File: src/mss_pkg.sv
package mss_pkg;

  // ----------------------------------------------------------------
  // Time base
  // ----------------------------------------------------------------
  localparam int CLK_PERIOD_NS = 8;
  localparam int TICK_NS = 1000000;
  localparam int TICK_CYCLES = TICK_NS / CLK_PERIOD_NS;

  // ----------------------------------------------------------------
  // Gesture and indication timing, in milliseconds, and the steady phase count
  // ----------------------------------------------------------------
  localparam int DEBOUNCE_MS = 20;
  localparam int ARM_HOLD_MS = 3000;
  localparam int HOLD_TOL_MS = 250;
  localparam int TIP_MAX_MS = 3000;
  localparam int FACTORY_HOLD_MS = 30000;
  localparam int PHASE_MS = 1000;
  localparam int OFFER_MS = 10000;
  localparam int BOOT_MS = 500;
  localparam int RUN_FLASH_MS = 500;
  localparam int SLOW_HALF_MS = 250;
  localparam int FAST_HALF_MS = 62;
  localparam int STEADY_TARGET = 6;

  // ----------------------------------------------------------------
  // Package name and address defaults
  // ----------------------------------------------------------------
  localparam logic [15:0] PKG_PREFIX = 16'h7078;
  localparam logic [31:0] ENG_ADDR_DEFAULT = 32'h0000_0000;
  localparam logic [6:0] MP_STATION_DEFAULT = 7'h02;

  // ----------------------------------------------------------------
  // Sequencer states
  // ----------------------------------------------------------------
  // Seventeen states need five bits
  typedef enum logic [4:0] {
    S_BOOT, S_SCAN, S_OFFER, S_UPDATE, S_UPD_ERASE, S_UPD_OK, S_UPD_FAIL,
    S_IDLE, S_HOLD, S_ARMED, S_TIP, S_ORESET, S_FPHASE, S_FREL, S_WIPE,
    S_RUNFLASH, S_FDONE
  } mss_state_t;

endpackage : mss_pkg

File: src/mss_sw_if.sv
`timescale 1ns/100ps
// Raw and filtered mode-switch contacts with the shared millisecond tick
interface mss_sw_if;
  logic tick;
  logic [1:0] raw;
  logic [1:0] clean;
  modport filt (input tick, input raw, output clean);
  modport user (output tick, output raw, input clean);
endinterface : mss_sw_if

File: src/mss_debounce.sv
`timescale 1ns/100ps
module mss_debounce #(
  parameter int DEB_MS = mss_pkg::DEBOUNCE_MS
) (
  input wire logic mclk,
  input wire logic rst_n,
  mss_sw_if.filt sw
);

  // ----------------------------------------------------------------
  // Contact filter
  // ----------------------------------------------------------------
  // A contact must stay put for DEB_MS ticks; bounce shorter than that
  // never reaches the sequencer, which keeps gesture timing honest
  genvar g;
  generate
    for (g = 0; g < 2; g++)
    begin : g_filt
      logic [15:0] cnt_reg;
      logic clean_reg;
      always_ff @(posedge mclk or negedge rst_n)
      begin
        if (!rst_n)
        begin
          cnt_reg <= 16'h0000;
          clean_reg <= 1'b0;
        end
        else if (sw.raw[g] == clean_reg)
          cnt_reg <= 16'h0000;
        else if (sw.tick)
        begin
          if (cnt_reg >= 16'(DEB_MS - 1))
          begin
            clean_reg <= sw.raw[g];
            cnt_reg <= 16'h0000;
          end
          else
            cnt_reg <= cnt_reg + 16'h0001;
        end
      end
      assign sw.clean[g] = clean_reg;
    end
  endgenerate

endmodule : mss_debounce

File: src/mss_top.sv
`timescale 1ns/100ps
module mss_top #(
  parameter int TICK_CYCLES = mss_pkg::TICK_CYCLES,
  parameter int ARM_MS = mss_pkg::ARM_HOLD_MS,
  parameter int TOL_MS = mss_pkg::HOLD_TOL_MS,
  parameter int TIP_MS = mss_pkg::TIP_MAX_MS,
  parameter int FACT_MS = mss_pkg::FACTORY_HOLD_MS,
  parameter int PHASE_LEN_MS = mss_pkg::PHASE_MS,
  parameter int OFFER_LEN_MS = mss_pkg::OFFER_MS,
  parameter int BOOT_LEN_MS = mss_pkg::BOOT_MS,
  parameter logic [47:0] PKG_ID = 48'h3030_3030_3031 // Arbitrary value
) (
  input wire logic mclk,
  input wire logic nrst,
  input wire logic sw_run,
  input wire logic sw_mem_clear,
  input wire logic card_present,
  input wire logic card_write_protect,
  output logic scan_start,
  input wire logic scan_done,
  input wire logic pkg_found,
  input wire logic [63:0] pkg_name,
  input wire logic [15:0] pkg_version,
  input wire logic [15:0] installed_version,
  input wire logic cmd_factory,
  output logic upd_start,
  input wire logic upd_done,
  input wire logic upd_error,
  output logic erase_start,
  output logic erase_factory,
  input wire logic erase_done,
  input wire logic eng_addr_set,
  input wire logic [31:0] eng_addr_in,
  output logic [31:0] eng_addr,
  output logic [6:0] mp_station_addr,
  output logic power_lamp,
  output logic stop_lamp,
  output logic fault_lamp,
  output logic force_lamp,
  output logic card_lamp,
  output logic run_lamp
);

  // ----------------------------------------------------------------
  // Reset release and time base
  // ----------------------------------------------------------------
  logic rst_s1_reg;
  logic rst_n;
  logic tick_reg;
  logic [31:0] tick_cnt_reg;
  logic slow_reg;
  logic fast_reg;
  logic [15:0] slow_cnt_reg;
  logic [15:0] fast_cnt_reg;

  // Release is synchronised so every flop leaves reset on the same edge
  always_ff @(posedge mclk or negedge nrst)
  begin
    if (!nrst)
    begin
      rst_s1_reg <= 1'b0;
      rst_n <= 1'b0;
    end
    else
    begin
      rst_s1_reg <= 1'b1;
      rst_n <= rst_s1_reg;
    end
  end

  // Millisecond tick
  always_ff @(posedge mclk or negedge rst_n)
  begin
    if (!rst_n)
    begin
      tick_cnt_reg <= 32'h0000_0000;
      tick_reg <= 1'b0;
    end
    else if (tick_cnt_reg == 32'(TICK_CYCLES - 1))
    begin
      tick_cnt_reg <= 32'h0000_0000;
      tick_reg <= 1'b1;
    end
    else
    begin
      tick_cnt_reg <= tick_cnt_reg + 32'h0000_0001;
      tick_reg <= 1'b0;
    end
  end

  // Slow and fast blink phases, free running so lamps stay in step
  always_ff @(posedge mclk or negedge rst_n)
  begin
    if (!rst_n)
    begin
      slow_cnt_reg <= 16'h0000;
      fast_cnt_reg <= 16'h0000;
      slow_reg <= 1'b0;
      fast_reg <= 1'b0;
    end
    else if (tick_reg)
    begin
      slow_cnt_reg <= slow_cnt_reg + 16'h0001;
      fast_cnt_reg <= fast_cnt_reg + 16'h0001;
      if (slow_cnt_reg == 16'(mss_pkg::SLOW_HALF_MS - 1))
      begin
        slow_cnt_reg <= 16'h0000;
        slow_reg <= !slow_reg;
      end
      if (fast_cnt_reg == 16'(mss_pkg::FAST_HALF_MS - 1))
      begin
        fast_cnt_reg <= 16'h0000;
        fast_reg <= !fast_reg;
      end
    end
  end

  // ----------------------------------------------------------------
  // Switch filtering
  // ----------------------------------------------------------------
  mss_sw_if sw ();
  logic run_c;
  logic mclr_c;
  logic mclr_q_reg;
  logic mclr_rise;

  assign sw.tick = tick_reg;
  assign sw.raw = {sw_mem_clear, sw_run};
  assign run_c = sw.clean[0];
  assign mclr_c = sw.clean[1];
  assign mclr_rise = mclr_c && !mclr_q_reg;

  mss_debounce #(.DEB_MS(mss_pkg::DEBOUNCE_MS)) u_deb (
    .mclk(mclk),
    .rst_n(rst_n),
    .sw(sw.filt)
  );

  always_ff @(posedge mclk or negedge rst_n)
  begin
    if (!rst_n)
      mclr_q_reg <= 1'b0;
    else
      mclr_q_reg <= mclr_c;
  end

  // ----------------------------------------------------------------
  // Package check
  // ----------------------------------------------------------------
  function automatic logic is_digit(input logic [7:0] c);
    is_digit = (c >= 8'h30) && (c <= 8'h39);
  endfunction : is_digit

  function automatic logic name_ok(input logic [63:0] n, input logic [47:0] id);
    logic ok;
    ok = (n[63:48] == mss_pkg::PKG_PREFIX) && (n[47:0] == id);
    for (int i = 0; i < 6; i++)
      ok = ok && is_digit(n[i*8 +: 8]);
    name_ok = ok;
  endfunction : name_ok

  logic pkg_newer;
  // Card write protect is never consulted; the card is treated writable
  logic unused_wp;
  assign unused_wp = card_write_protect;
  assign pkg_newer = pkg_found && name_ok(pkg_name, PKG_ID)
    && (pkg_version != installed_version);

  // ----------------------------------------------------------------
  // Sequencer
  // ----------------------------------------------------------------
  mss_pkg::mss_state_t state_reg;
  mss_pkg::mss_state_t state_next;
  logic [15:0] tmr_reg;
  logic phase_reg;
  logic [3:0] steady_cnt_reg;
  logic fact_ok_reg;
  logic phase_end;

  assign phase_end = (state_reg == mss_pkg::S_FPHASE) && tick_reg
    && (tmr_reg == 16'(PHASE_LEN_MS - 1));

  // Next state from switch gestures and engine answers
  always_comb
  begin
    state_next = state_reg;
    case (state_reg)
      mss_pkg::S_BOOT:
        if (tmr_reg >= 16'(BOOT_LEN_MS))
          state_next = (!run_c && !mclr_c && card_present) ? mss_pkg::S_SCAN
            : mss_pkg::S_IDLE;
      mss_pkg::S_SCAN:
        if (scan_done)
          state_next = pkg_newer ? mss_pkg::S_OFFER : mss_pkg::S_IDLE;
      mss_pkg::S_OFFER:
        if (mclr_rise)
          state_next = mss_pkg::S_UPDATE;
        else if (tmr_reg >= 16'(OFFER_LEN_MS))
          state_next = mss_pkg::S_IDLE;
      mss_pkg::S_UPDATE:
        if (upd_done)
          state_next = upd_error ? mss_pkg::S_UPD_FAIL : mss_pkg::S_UPD_ERASE;
      mss_pkg::S_UPD_ERASE:
        if (erase_done)
          state_next = mss_pkg::S_UPD_OK;
      mss_pkg::S_UPD_OK, mss_pkg::S_UPD_FAIL, mss_pkg::S_FDONE:
        state_next = state_reg;
      mss_pkg::S_IDLE:
        if (cmd_factory && !run_c)
          state_next = mss_pkg::S_WIPE;
        // Only a fresh press starts a hold; a switch still held after a quick
        // erase must not be counted as a new arming hold
        else if (mclr_rise && !run_c)
          state_next = mss_pkg::S_HOLD;
      mss_pkg::S_HOLD:
        if (!mclr_c)
          state_next = (tmr_reg >= 16'(ARM_MS - TOL_MS)) ? mss_pkg::S_ARMED
            : mss_pkg::S_IDLE;
        else if (tmr_reg >= 16'(FACT_MS))
          state_next = mss_pkg::S_FPHASE;
      mss_pkg::S_ARMED:
        if (run_c)
          state_next = mss_pkg::S_IDLE;
        else if (mclr_rise)
          state_next = mss_pkg::S_TIP;
      mss_pkg::S_TIP:
        if (!mclr_c)
          state_next = (tmr_reg < 16'(TIP_MS)) ? mss_pkg::S_ORESET
            : mss_pkg::S_ARMED;
      mss_pkg::S_ORESET:
        if (erase_done)
          state_next = mss_pkg::S_IDLE;
      mss_pkg::S_FPHASE:
        if (!mclr_c)
          state_next = mss_pkg::S_FREL;
      mss_pkg::S_FREL:
        if (run_c)
          state_next = mss_pkg::S_IDLE;
        else if (mclr_rise)
          state_next = fact_ok_reg ? mss_pkg::S_WIPE : mss_pkg::S_ORESET;
      mss_pkg::S_WIPE:
        if (erase_done)
          state_next = mss_pkg::S_RUNFLASH;
      mss_pkg::S_RUNFLASH:
        if (tmr_reg >= 16'(mss_pkg::RUN_FLASH_MS))
          state_next = mss_pkg::S_FDONE;
      default:
        state_next = mss_pkg::S_IDLE;
    endcase
  end

  // State and state timer; the timer restarts on every state change
  always_ff @(posedge mclk or negedge rst_n)
  begin
    if (!rst_n)
    begin
      state_reg <= mss_pkg::S_BOOT;
      tmr_reg <= 16'h0000;
    end
    else
    begin
      state_reg <= state_next;
      if (state_next != state_reg || phase_end)
        tmr_reg <= 16'h0000;
      else if (tick_reg && tmr_reg != 16'hFFFF)
        tmr_reg <= tmr_reg + 16'h0001;
    end
  end

  // Factory phase counting: flash phase first, steady phases counted
  always_ff @(posedge mclk or negedge rst_n)
  begin
    if (!rst_n)
    begin
      phase_reg <= 1'b0;
      steady_cnt_reg <= 4'h0;
      fact_ok_reg <= 1'b0;
    end
    else if (state_reg != mss_pkg::S_FPHASE && state_next == mss_pkg::S_FPHASE)
    begin
      phase_reg <= 1'b0;
      steady_cnt_reg <= 4'h0;
      fact_ok_reg <= 1'b0; // Verdict of an earlier gesture never carries over
    end
    else if (phase_end)
    begin
      phase_reg <= !phase_reg;
      if (!phase_reg && steady_cnt_reg != 4'hF)
        steady_cnt_reg <= steady_cnt_reg + 4'h1;
    end
    else if (state_reg == mss_pkg::S_FPHASE && state_next == mss_pkg::S_FREL)
      // Only a release during or just after the sixth steady phase counts
      fact_ok_reg <= (steady_cnt_reg == 4'(mss_pkg::STEADY_TARGET));
  end

  // ----------------------------------------------------------------
  // Engine requests and addresses
  // ----------------------------------------------------------------
  logic entering;
  assign entering = state_next != state_reg;

  // One-cycle starts on state entry
  always_ff @(posedge mclk or negedge rst_n)
  begin
    if (!rst_n)
    begin
      scan_start <= 1'b0;
      upd_start <= 1'b0;
      erase_start <= 1'b0;
      erase_factory <= 1'b0;
    end
    else
    begin
      scan_start <= entering && state_next == mss_pkg::S_SCAN;
      upd_start <= entering && state_next == mss_pkg::S_UPDATE;
      erase_start <= entering && (state_next == mss_pkg::S_ORESET
        || state_next == mss_pkg::S_UPD_ERASE || state_next == mss_pkg::S_WIPE);
      if (entering && state_next == mss_pkg::S_WIPE)
        erase_factory <= 1'b1;
      else if (entering && (state_next == mss_pkg::S_ORESET
        || state_next == mss_pkg::S_UPD_ERASE))
        erase_factory <= 1'b0;
    end
  end

  // Overall reset leaves the address alone; only factory reset and nrst restore the defaults
  always_ff @(posedge mclk or negedge rst_n)
  begin
    if (!rst_n)
    begin
      eng_addr <= mss_pkg::ENG_ADDR_DEFAULT;
      mp_station_addr <= mss_pkg::MP_STATION_DEFAULT;
    end
    else if (state_reg == mss_pkg::S_WIPE && erase_done)
    begin
      eng_addr <= mss_pkg::ENG_ADDR_DEFAULT;
      mp_station_addr <= mss_pkg::MP_STATION_DEFAULT;
    end
    else if (eng_addr_set)
      eng_addr <= eng_addr_in;
  end

  // ----------------------------------------------------------------
  // Lamps
  // ----------------------------------------------------------------
  always_ff @(posedge mclk or negedge rst_n)
  begin
    if (!rst_n)
    begin
      power_lamp <= 1'b0;
      {stop_lamp, fault_lamp, force_lamp, card_lamp, run_lamp} <= 5'h00;
    end
    else
    begin
      power_lamp <= 1'b1;
      {stop_lamp, fault_lamp, force_lamp, card_lamp, run_lamp} <= 5'h00;
      case (state_reg)
        mss_pkg::S_IDLE:
        begin
          stop_lamp <= !run_c;
          run_lamp <= run_c;
        end
        mss_pkg::S_HOLD:
          stop_lamp <= (tmr_reg >= 16'(ARM_MS - TOL_MS)) ? 1'b1 : slow_reg;
        mss_pkg::S_ARMED, mss_pkg::S_TIP, mss_pkg::S_FREL:
          stop_lamp <= 1'b1;
        mss_pkg::S_ORESET, mss_pkg::S_UPD_ERASE, mss_pkg::S_WIPE:
          stop_lamp <= slow_reg;
        mss_pkg::S_FPHASE:
          stop_lamp <= phase_reg ? 1'b1 : fast_reg;
        mss_pkg::S_OFFER:
        begin
          fault_lamp <= slow_reg;
          force_lamp <= !slow_reg;
        end
        mss_pkg::S_UPDATE:
        begin
          fault_lamp <= slow_reg;
          force_lamp <= !slow_reg;
          card_lamp <= 1'b1;
        end
        mss_pkg::S_UPD_OK, mss_pkg::S_FDONE:
          {stop_lamp, fault_lamp, force_lamp, card_lamp} <= 4'hF;
        mss_pkg::S_UPD_FAIL:
        begin
          power_lamp <= fast_reg;
          {stop_lamp, fault_lamp, force_lamp, card_lamp} <= {4{fast_reg}};
        end
        mss_pkg::S_RUNFLASH:
          run_lamp <= 1'b1;
        default:
          stop_lamp <= 1'b0;
      endcase
    end
  end
endmodule : mss_top

File: config.mk
export PLATFORM = sky130hd
export DESIGN_NAME = mss_top
export DESIGN_NICKNAME = d
export VERILOG_FILES = /design/src/mss_pkg.sv /design/src/mss_sw_if.sv /design/src/mss_debounce.sv /design/src/mss_top.sv
export SDC_FILE = /design/constraint.sdc
export NUM_CORES = 1
export LEC_CHECK = 0
export BUFFER_PORTS_ARGS = -buffer_cell sky130_fd_sc_hd__clkbuf_2
export CAP_MARGIN = 10
export CORE_UTILIZATION = 40
export DETAILED_ROUTE_END_ITERATION = 16
export HOLD_SLACK_MARGIN = 0.1
export PLACE_DENSITY_LB_ADDON = 0.05
export SLEW_MARGIN = 40
export SYNTH_ARGS = -nofsm -noshare
export SYNTH_HDL_FRONTEND = slang
export SYNTH_SLANG_ARGS = --single-unit
export TNS_END_PERCENT = 10
File: constraint.sdc
create_clock -name mclk -period 5.7 [get_ports mclk]
set_input_delay 0.285 -clock mclk [delete_from_list [all_inputs] [get_ports mclk]]
set_output_delay 0.285 -clock mclk [all_outputs]
set_load 0.01 [all_outputs]
[Word-level counts from Yosys, hierarchy flattened]
Cells that the tools add are included.
Word-level totals
  flip-flop bits (word level): 173
  latch bits: 0
  bits in writable memories: 0
  memory bits (read-only): 0
  input bits: 141
  logic and storage cells: 215
  memories: 0
Operators by class
  add/sub/neg operators: 7
  $mul: 0
  div/mod/pow operators: 0
  $lt $le $gt $ge: 19
  eq/ne operators: 38
  shift operators: 0
  muxes and demuxes: 58
  bitwise logic cells: 2
  reductions and logical operators: 62
Operators with widths (count)
  $mux W16: 10
  $mux W32: 3
  $mux W5: 19
  $add A16 B1 Y16 const B: 5
  $pmux W5 S15: 1
  $eq A5 B4 Y1 const B: 12
  $eq A48 B46 Y1 const B: 1
  $ge A8 B6 Y1 const B: 6
  $le A8 B6 Y1 const B: 6
  $add A32 B1 Y32 const B: 1
  $eq A32 B17 Y1 const B: 1
  $ge A16 B5 Y1 const B: 2
  $logic_and A1 B1 Y1: 32
  $eq A5 B3 Y1 const B: 5
  $eq A16 B10 Y1 const B: 1
  $eq A16 B15 Y1 const B: 1
  $eq A16 B6 Y1 const B: 1
  $eq A16 B8 Y1 const B: 1
  $ge A16 B12 Y1 const B: 1
  $ge A16 B14 Y1 const B: 1
  $ge A16 B15 Y1 const B: 1
  $ge A16 B9 Y1 const B: 1
  $lt A16 B12 Y1 const B: 1
  $mux W4: 4
  28 further kinds: 69

[Depth between registers and ports, before layout]
Gate-level depths: netlist of run 1.
  word-level depth: 18
  depth in mapped cells: 11
  gate-level depth less buffers: 8

[Modules after synthesis]
A second synthesis of run 1 with hierarchy kept.
Second synthesis, totals
  cell total of the unflattened synthesis: 912
  area total of the unflattened synthesis: 9121.2 um^2
By module, submodules not included
  mss_top: instances 1, cells each 789, area each 7659.8 um^2
  mss_debounce: instances 1, cells each 123, area each 1461.4 um^2

[Worst setup path before layout of run 1]
OpenSTA, ideal clock, no wires.
  kind: reg-to-reg
  start point: register tmr_reg[13]
  end point: register erase_factory
  arrival time: 2.811 ns
  slack: 2.778 ns
  cell stages (with the launch flop): 10
  path buffers: 1
  clock period less this slack: 2.922 ns
  cell sequence: dfrtp_1 > or3_4 > or4_4 > nor2_4 > o311a_1 > or4b_1 > buf_6 > a221oi_2 > a211oi_1 > a2111oi_2
Between the ends
  cells in the longest elaborated chain, start to end: 8
  elaborated cells between the ends (all ways): 24
  classes of those cells: order compare: 5; eq/ne: 4; mux: 11; reduce/logical: 4
Ends and longest elaborated chain
  start, declared: line mss_top.sv:174  | logic [15:0] tmr_reg;
  start signal, assigned: line mss_top.sv:266  | tmr_reg <= tmr_reg + 16'h0001;
  $ge A16 B12 Y1 (tied with other cells): line mss_top.sv:217  | state_next = (tmr_reg >= 16'(ARM_MS - TOL_MS)) ? mss_pkg::S_ARMED
  $mux W4 (tied with other cells): line mss_top.sv:217
  $mux W5 (on tied branches): line mss_top.sv:216, mss_top.sv:196
  $pmux W5 S15 (*): line mss_top.sv:187  | case (state_reg)
  via state_next[2]: line mss_top.sv:173  | mss_pkg::mss_state_t state_next;
  $eq A5 B4 Y1 / $eq A5 B3 Y1 (equally long branches): line mss_top.sv:320, mss_top.sv:321
  $logic_or A1 B1 Y1: line mss_top.sv:321  | || state_next == mss_pkg::S_UPD_ERASE))
  $logic_and A1 B1 Y1: line mss_top.sv:320  | else if (entering && (state_next == mss_pkg::S_ORESET
  $reduce_bool A2 Y1 (no line)
  end signal, assigned: line mss_top.sv:310  | erase_factory <= 1'b0;
  end signal, assigned: line mss_top.sv:319  | erase_factory <= 1'b1;
  end signal, assigned: line mss_top.sv:322  | erase_factory <= 1'b0;
  end, declared: line mss_top.sv:30  | output logic erase_factory,
Mark *: on every way through the listed nets, which the timed path passes. The rest lies on a longest branch.
A chain may end at the register's enable or synchronous reset.

[Worst setup path after layout of run 1]
  start point: register state_reg[1]
  end point: register tmr_reg[3]
Between the ends
  cells in the longest elaborated chain, start to end: 6
  elaborated cells between the ends (all ways): 44
  classes of those cells: eq/ne: 17; mux: 21; reduce/logical: 6
Ends and longest elaborated chain
  start, declared: line mss_top.sv:172  | mss_pkg::mss_state_t state_reg;
  start signal, assigned: line mss_top.sv:257  | state_reg <= mss_pkg::S_BOOT;
  start signal, assigned: line mss_top.sv:262  | state_reg <= state_next;
  $eq A5 B3 Y1 (tied with other cells): line mss_top.sv:187
  $reduce_or A3 Y1 (tied with other cells): line mss_top.sv:187
  $pmux W5 S15: line mss_top.sv:187
  $ne A5 B5 Y1: line mss_top.sv:263  | if (state_next != state_reg || phase_end)
  $logic_or A1 B1 Y1 (*): line mss_top.sv:263
  $mux W16 / $reduce_bool A2 Y1 (equally long branches)
Every way passes the cells marked *; elsewhere a longest branch is shown, timed or not.

==> reports/metrics.yaml, run 1 <==
final_layout:
  fin_nets: 1287
  layout-drive-gt1-share_pct: 22.13
  area_delta_synth_final_pct: 22.49
sta:
  hold_violations: 0
  rsz0062_at_grt: "false"
  clock.fmax_mhz: 269.0
  tightest_slew_ns: 0.8419
  fin_crit_ns: 3.717
  maxSlewViolCount: 0
  finalSetupTns_ns: 0
  clock_skew_ns: 0.01070
  post-route-period-util_pct: 65.21
  finalSetupViolations: 0
  relSlewSlack_pct: 43.88
clocking:
  cts_tree: "built"
  clkTransAtPathRegs_ns: 0.08
  cts_resized: 0
  holdBufCountCts: 25
  postCtsSetupRepairBufs: 0
  cts.sinks: 173
  cts_made_buffers: 17
  clockRootBuffer: "clkbuf_16"
  clock_latency_ns: 0.43
  h-tree-depth: 4
  cts_buffer_depth: 2
routing:
  dr.pass1.iters: 7
  wl_mm: 22.17
  drc: 0
  final_antenna_net_count: 0
  wire_per_inst_um: 15.46
  via_per_inst: 5.238
  vias: 7512
  initialDrtViolationCount: 530
worst_setup_path:
  critPathBufInv: 0
  cp.arrival_ns: 4.06
  max_stage_delay_ns: 0.81
  critPathMaxFanout: 24
  required_ns: 6.04
  cp_slowest_cell: "dfrtp_1"
  cp-end-kind: "flop"
  path_cells: "nand2_1 -> or4_1 -> o221ai_1 -> nor4_2 -> a211o_1 -> a21oi_1 -> nand3_2 -> nor3_1"
  path_class: "flop to flop"
  path_delay_family: "simple AND/OR/NAND/NOR gates"
  start_kind: "flop"
placement:
  port_buffers: 181
  dpl.hpwl_mm: 15.86
  gp_congestion: 0.9111
power_and_ir_drop:
  leakage_nw: 5.312
  ir_worst_vdd_mv: 0.1840
  power_mw: 2.723
  power_density_nw_per_um2: 242.3
global_routing:
  grt_max_degree: 93
  antenna_found_initial: 1
  grt_pass1_vias: 7253
  grt-ovfl-total: 0
  grt_usage_pct: 19.81
  grt_pass1_wl_mm: 37.48
yosys:
  avgSynthCellArea_um2: 9.737
  yosysWarningCount: 0
  synthTopCellsByArea: "dfrtp_1 (47%), xor2_1 (5.4%), nor2_1 (5.1%)"
  synth_most_common_cell: "dfrtp_1"
  synthFlopType: "dfrtp_1"
  synth_top_area_share_pct: 47.20
  ys_top_cells_by_count: "dfrtp_1 (173), nor2_1 (124), xor2_1 (57)"
  synth-edff-count: 0
  synthArstFlopShare_pct: 100.0
  yosysTopAreaCell: "dfrtp_1"
  seq_area_frac_synth_pct: 47.20
  synth_cells: 942
  syn_area_um2: 9173
  synth_cell_types: 75
  ys_ff_latch: 173
floorplanning:
  die-area_um2: 23540
  num_rows: 55
  fp.dieW_um: 153.4
  core_area_um2: 22570
  ios: 190
  die_y_um: 153.4
  start_util_pct: 40.64
flow_run:
  drv_cap: 0
hold_path:
  worstHoldPathType: "input pin to flop"
outcome:
  status: "completed"
## worst paths after layout
check                                       start                       end  slack [ns]  cells after the start
max                        state_reg[1]$_DFF_PN0_    tmr_reg[3]$_DFFE_PN0P_        1.98                      8
min                                eng_addr_in[7]   eng_addr[7]$_DFFE_PN0P_        0.11                      3
max reg2reg                state_reg[1]$_DFF_PN0_    tmr_reg[3]$_DFFE_PN0P_        1.98                      8
min reg2reg                  rst_s1_reg$_DFF_PN0_           rst_n$_DFF_PN0_        0.36                      0
max in group asynchronous         rst_n$_DFF_PN0_  eng_addr[17]$_DFFE_PN0P_        4.57                      2
min in group asynchronous                    nrst           rst_n$_DFF_PN0_        0.17                      2
## tightest hold or removal path, delay by kind of cell
family	cells	cell delay [ns]
buffers and inverters	1	0.08
and+or+nand+nor	1	0.08
muxes	1	0.07
## report_power, final
group / leakage (nW) / switching (mW) / internal [mW]
registers: 2.26 / 0.0213 / 1.26
logic: 2.74 / 0.109 / 0.0990
clock network: 0.309 / 0.590 / 0.647
total: 5.31 / 0.720 / 2.00
## through the flow
stage          cells  cell area [µm²]  setup WS [ns]  utilization, %  hold WS [ns]
2_1_floorplan    948             9195         0.5225               -      -0.01059
4_1_cts         1432            11220          2.064           49.72        0.1004
3_5_place_dp    1375            10340          2.096           45.81       0.07385
5_1_grt         1434            11240          1.794           49.78        0.1037
6_report        1434            11240          1.983           49.78        0.1114
3_3_place_gp    1374            10300          2.067           45.65       0.07218
## metal layers
layer	routed length [µm]	share of wire (%)	global-route usage [%]
met4	391	1.8	6.190
met1	10710	48	27.60
met2	10140	46	31.29
met3	922	4.2	3.544
met5	0	0	0
## layout make-up
type / instances / area (µm²)
fill: 2115 / 11340
multi-input combinational: 698 / 4541
sequential: 173 / 4333
timing repair buffer: 214 / 1254
clock buffer: 17 / 425.4
tap: 285 / 356.6
clock inverter: 15 / 207.7
inverter: 31 / 116.4
antenna: 1 / 2.502
## cells by family after synthesis
group | after synthesis | share of synthesized area, %
fa+ha+maj | 11 | 1.500
mux | 36 | 3.983
buf+inv | 77 | 3.642
other cells | 2 | 0.08187
xor+xnor | 103 | 9.917
flops | 173 | 47.20
simple gates | 429 | 25.48
compound gates | 111 | 8.198
## layout by cell type (no fill, tap or decap), types with 5 or more instances in the layout
cell type and count:
clkbuf_2 180, dfrtp_1 172, nor2_1 123, xor2_1 57, nand2_1 53, xnor2_1 45
nand3_1 44, nand4_1 38, mux2i_1 32, inv_1 30, nor3_1 28, o21ai_0 26
dlygate4sd3_1 26, nor4_1 24, and3_1 22, a21oi_1 19, clkbuf_16 17, or3_1 12
a31oi_1 12, nor4b_1 11, ha_1 11, nand2b_1 10, nor2b_1 8, nor3_2 8
conb_1 8, inv_8 7, o31ai_1 6, nor4bb_1 6, and4_1 6, o211ai_1 5
a211o_1 5, a211oi_1 5, buf_4 5
(Power assumes the default switching activity.)
==> run 2: changes to the inputs <==
==> constraint.sdc (replaced) <==
create_clock -name mclk -period 3.73 [get_ports mclk]
set_input_delay 0.1865 -clock mclk [delete_from_list [all_inputs] [get_ports mclk]]
set_output_delay 0.1865 -clock mclk [all_outputs]
set_load 0.01 [all_outputs]
==> run 2 against run 1 <==
Effect of this change: sequential cell count unchanged; critical path depth unchanged; clock-buffer cell count stayed put; final area is 1.6% higher; critical path type unchanged; largest cell class unchanged.
==> reports/metrics.yaml, run 2 (same netlist as run 1, synthesis figures left out) <==
outcome:
  status: "completed"
clocking:
  cts_buffer_depth: 2
  clockRootBuffer: "clkbuf_16"
  cts_made_buffers: 17
  postCtsSetupRepairBufs: 0
  cts_tree: "built"
  clkTransAtPathRegs_ns: 0.08
  h-tree-depth: 4
  cts.sinks: 173
  cts_resized: 0
  clock_latency_ns: 0.44
global_routing:
  antenna_found_initial: 0
  grt-ovfl-total: 0
  grt_pass1_wl_mm: 37.62
  grt_max_degree: 47
  grt_usage_pct: 19.99
  grt_pass1_vias: 7430
power_and_ir_drop:
  power_density_nw_per_um2: 360.6
  leakage_nw: 5.400
  ir_worst_vdd_mv: 0.3388
  power_mw: 4.118
routing:
  dr.pass1.iters: 4
  drc: 0
  final_antenna_net_count: 0
  wire_per_inst_um: 15.62
  initialDrtViolationCount: 389
  wl_mm: 22.71
  vias: 7593
  via_per_inst: 5.222
floorplanning:
  die_y_um: 153.4
  ios: 190
  die-area_um2: 23540
  core_area_um2: 22570
  start_util_pct: 40.64
  num_rows: 55
  fp.dieW_um: 153.4
final_layout:
  fin_nets: 1308
  multi_input_area_um2: 4541
  layout-drive-gt1-share_pct: 22.67
  seq_area_um2: 4333
  final_common_cell: "clkbuf_2"
  diodes: 0
  area_delta_synth_final_pct: 24.50
  layout_common_cells: "clkbuf_2 (180), dfrtp_1 (172), nor2_1 (123), xor2_1 (57), nand2_1 (53)"
  fillers: 2133
worst_setup_path:
  cp-end-kind: "flop"
  cp.arrival_ns: 3.57
  critPathMaxFanout: 21
  max_stage_delay_ns: 0.80
  crit-reg2reg-capture: "phase_reg$_DFFE_PN0P_"
  r2r_slack_ns: 0.45
  required_ns: 4.02
  path_cells: "or4b_2 -> nor3_1 -> a21oi_1 -> o311a_1 -> or4b_1 -> and3_1 -> nor4b_2 -> o21ai_0"
  worstSetupStartpoint: "state_reg[2]$_DFF_PN0_"
  rr_worst_depth: 8
  path_class: "flop to flop"
  cp_slowest_cell: "or4b_2"
  r2r-start: "state_reg[2]$_DFF_PN0_"
  start_kind: "flop"
hold_path:
  worstHoldPathType: "flop to async pin"
sta:
  clock_skew_ns: 0.01225
  finalSetupViolations: 0
  rsz0062_at_grt: "false"
  finalSetupTns_ns: 0
  relSlewSlack_pct: 54.24
  clock.fmax_mhz: 304.5
  fin_ws_ns: 0.4460
  fin_crit_ns: 3.284
  hold_violations: 0
  post-route-period-util_pct: 88.04
  maxSlewViolCount: 0
  tightest_slew_ns: 0.6807
placement:
  dp_slack_ns: 0.4535
  dpl.hpwl_mm: 16.62
  gp_congestion: 0.9020
  port_buffers: 181
flow_run:
  drv_cap: 0
-- run 2: changes by cell type in the layout (fill, tap and decap cells not counted), moves of 2 or more --
| cell | before | now |
|---|---|---|
| clkinv_8 | 3 | 5 |
| inv_8 | 7 | 3 |
| buf_12 | 1 | 3 |
| dlygate4sd3_1 | 26 | 36 |
| inv_12 | 2 | 4 |
| buf_4 | 5 | 15 |
-- run 2: per-layer routing --
layer | part of all wire [%] | wire length (µm) | track usage, % | vias to the layer above
li1 | - | - | - | 3776
met1 | 46 | 10520 | 26.07 | 3593
met2 | 47 | 10750 | 33.31 | 193
met3 | 4.0 | 916 | 3.374 | 31
met4 | 2.3 | 517 | 7.476 | 0
met5 | 0 | 0 | 0 | -
-- run 2: repair_timing --
action | 4_1_cts | 5_1_grt
hold endpoints to repair | 36 | 0
hold buffers | 36 | 0
endpoints found under the setup margin | 0 | 0
-- run 2: how the worst max path moves through the flow --
| stage | endpoint | slack [ns] | cells past startpoint |
|---|---|---|---|
| 6_report | phase_reg$_DFFE_PN0P_ | 0.45 | 8 |
| 5_1_grt | phase_reg$_DFFE_PN0P_ | 0.15 | 8 |
| 4_1_cts | phase_reg$_DFFE_PN0P_ | 0.44 | 8 |
| 3_5_place_dp | phase_reg$_DFFE_PN0P_ | 0.45 | 8 |
| 3_3_place_gp | phase_reg$_DFFE_PN0P_ | 0.45 | 8 |
| 2_1_floorplan | erase_factory$_DFFE_PN0P_ | 0.81 | 9 |
-- run 2: stage by stage --
| stage | utilization (%) | hold slack [ns] | cell area (µm²) | cells |
|---|---|---|---|---|
| 2_1_floorplan | - | -0.1091 | 9196 | 948 |
| 3_3_place_gp | 46.07 | -0.02529 | 10400 | 1385 |
| 3_5_place_dp | 46.20 | -0.02508 | 10430 | 1386 |
| 4_1_cts | 50.59 | 0.3133 | 11420 | 1454 |
| 5_1_grt | 50.59 | 0.3343 | 11420 | 1454 |
| 6_report | 50.59 | 0.2880 | 11420 | 1454 |
-- run 2: final cells by class --
| type | count | share of cell area, % |
|---|---|---|
| Multi-Input combinational cell | 698 | 39.76 |
| Timing Repair Buffer | 235 | 12.62 |
| Tap cell | 285 | 3.123 |
| Sequential cell | 173 | 37.94 |
| Inverter | 31 | 1.019 |
| Clock buffer | 17 | 3.725 |
| Clock inverter | 15 | 1.808 |
-- run 2: power breakdown --
group          internal, mW  total (mW)  switching (mW)
clock                 0.932        1.84           0.905
combinational         0.161       0.325           0.164
sequential             1.92        1.96          0.0365
-- run 2: critical path: cells and delay by family (launching register included) --
family             cells  cell delay (ns)
AOI/OAI and AO/OA      3             0.42
DFF                    1             0.61
and+or+nand+nor        5             2.11
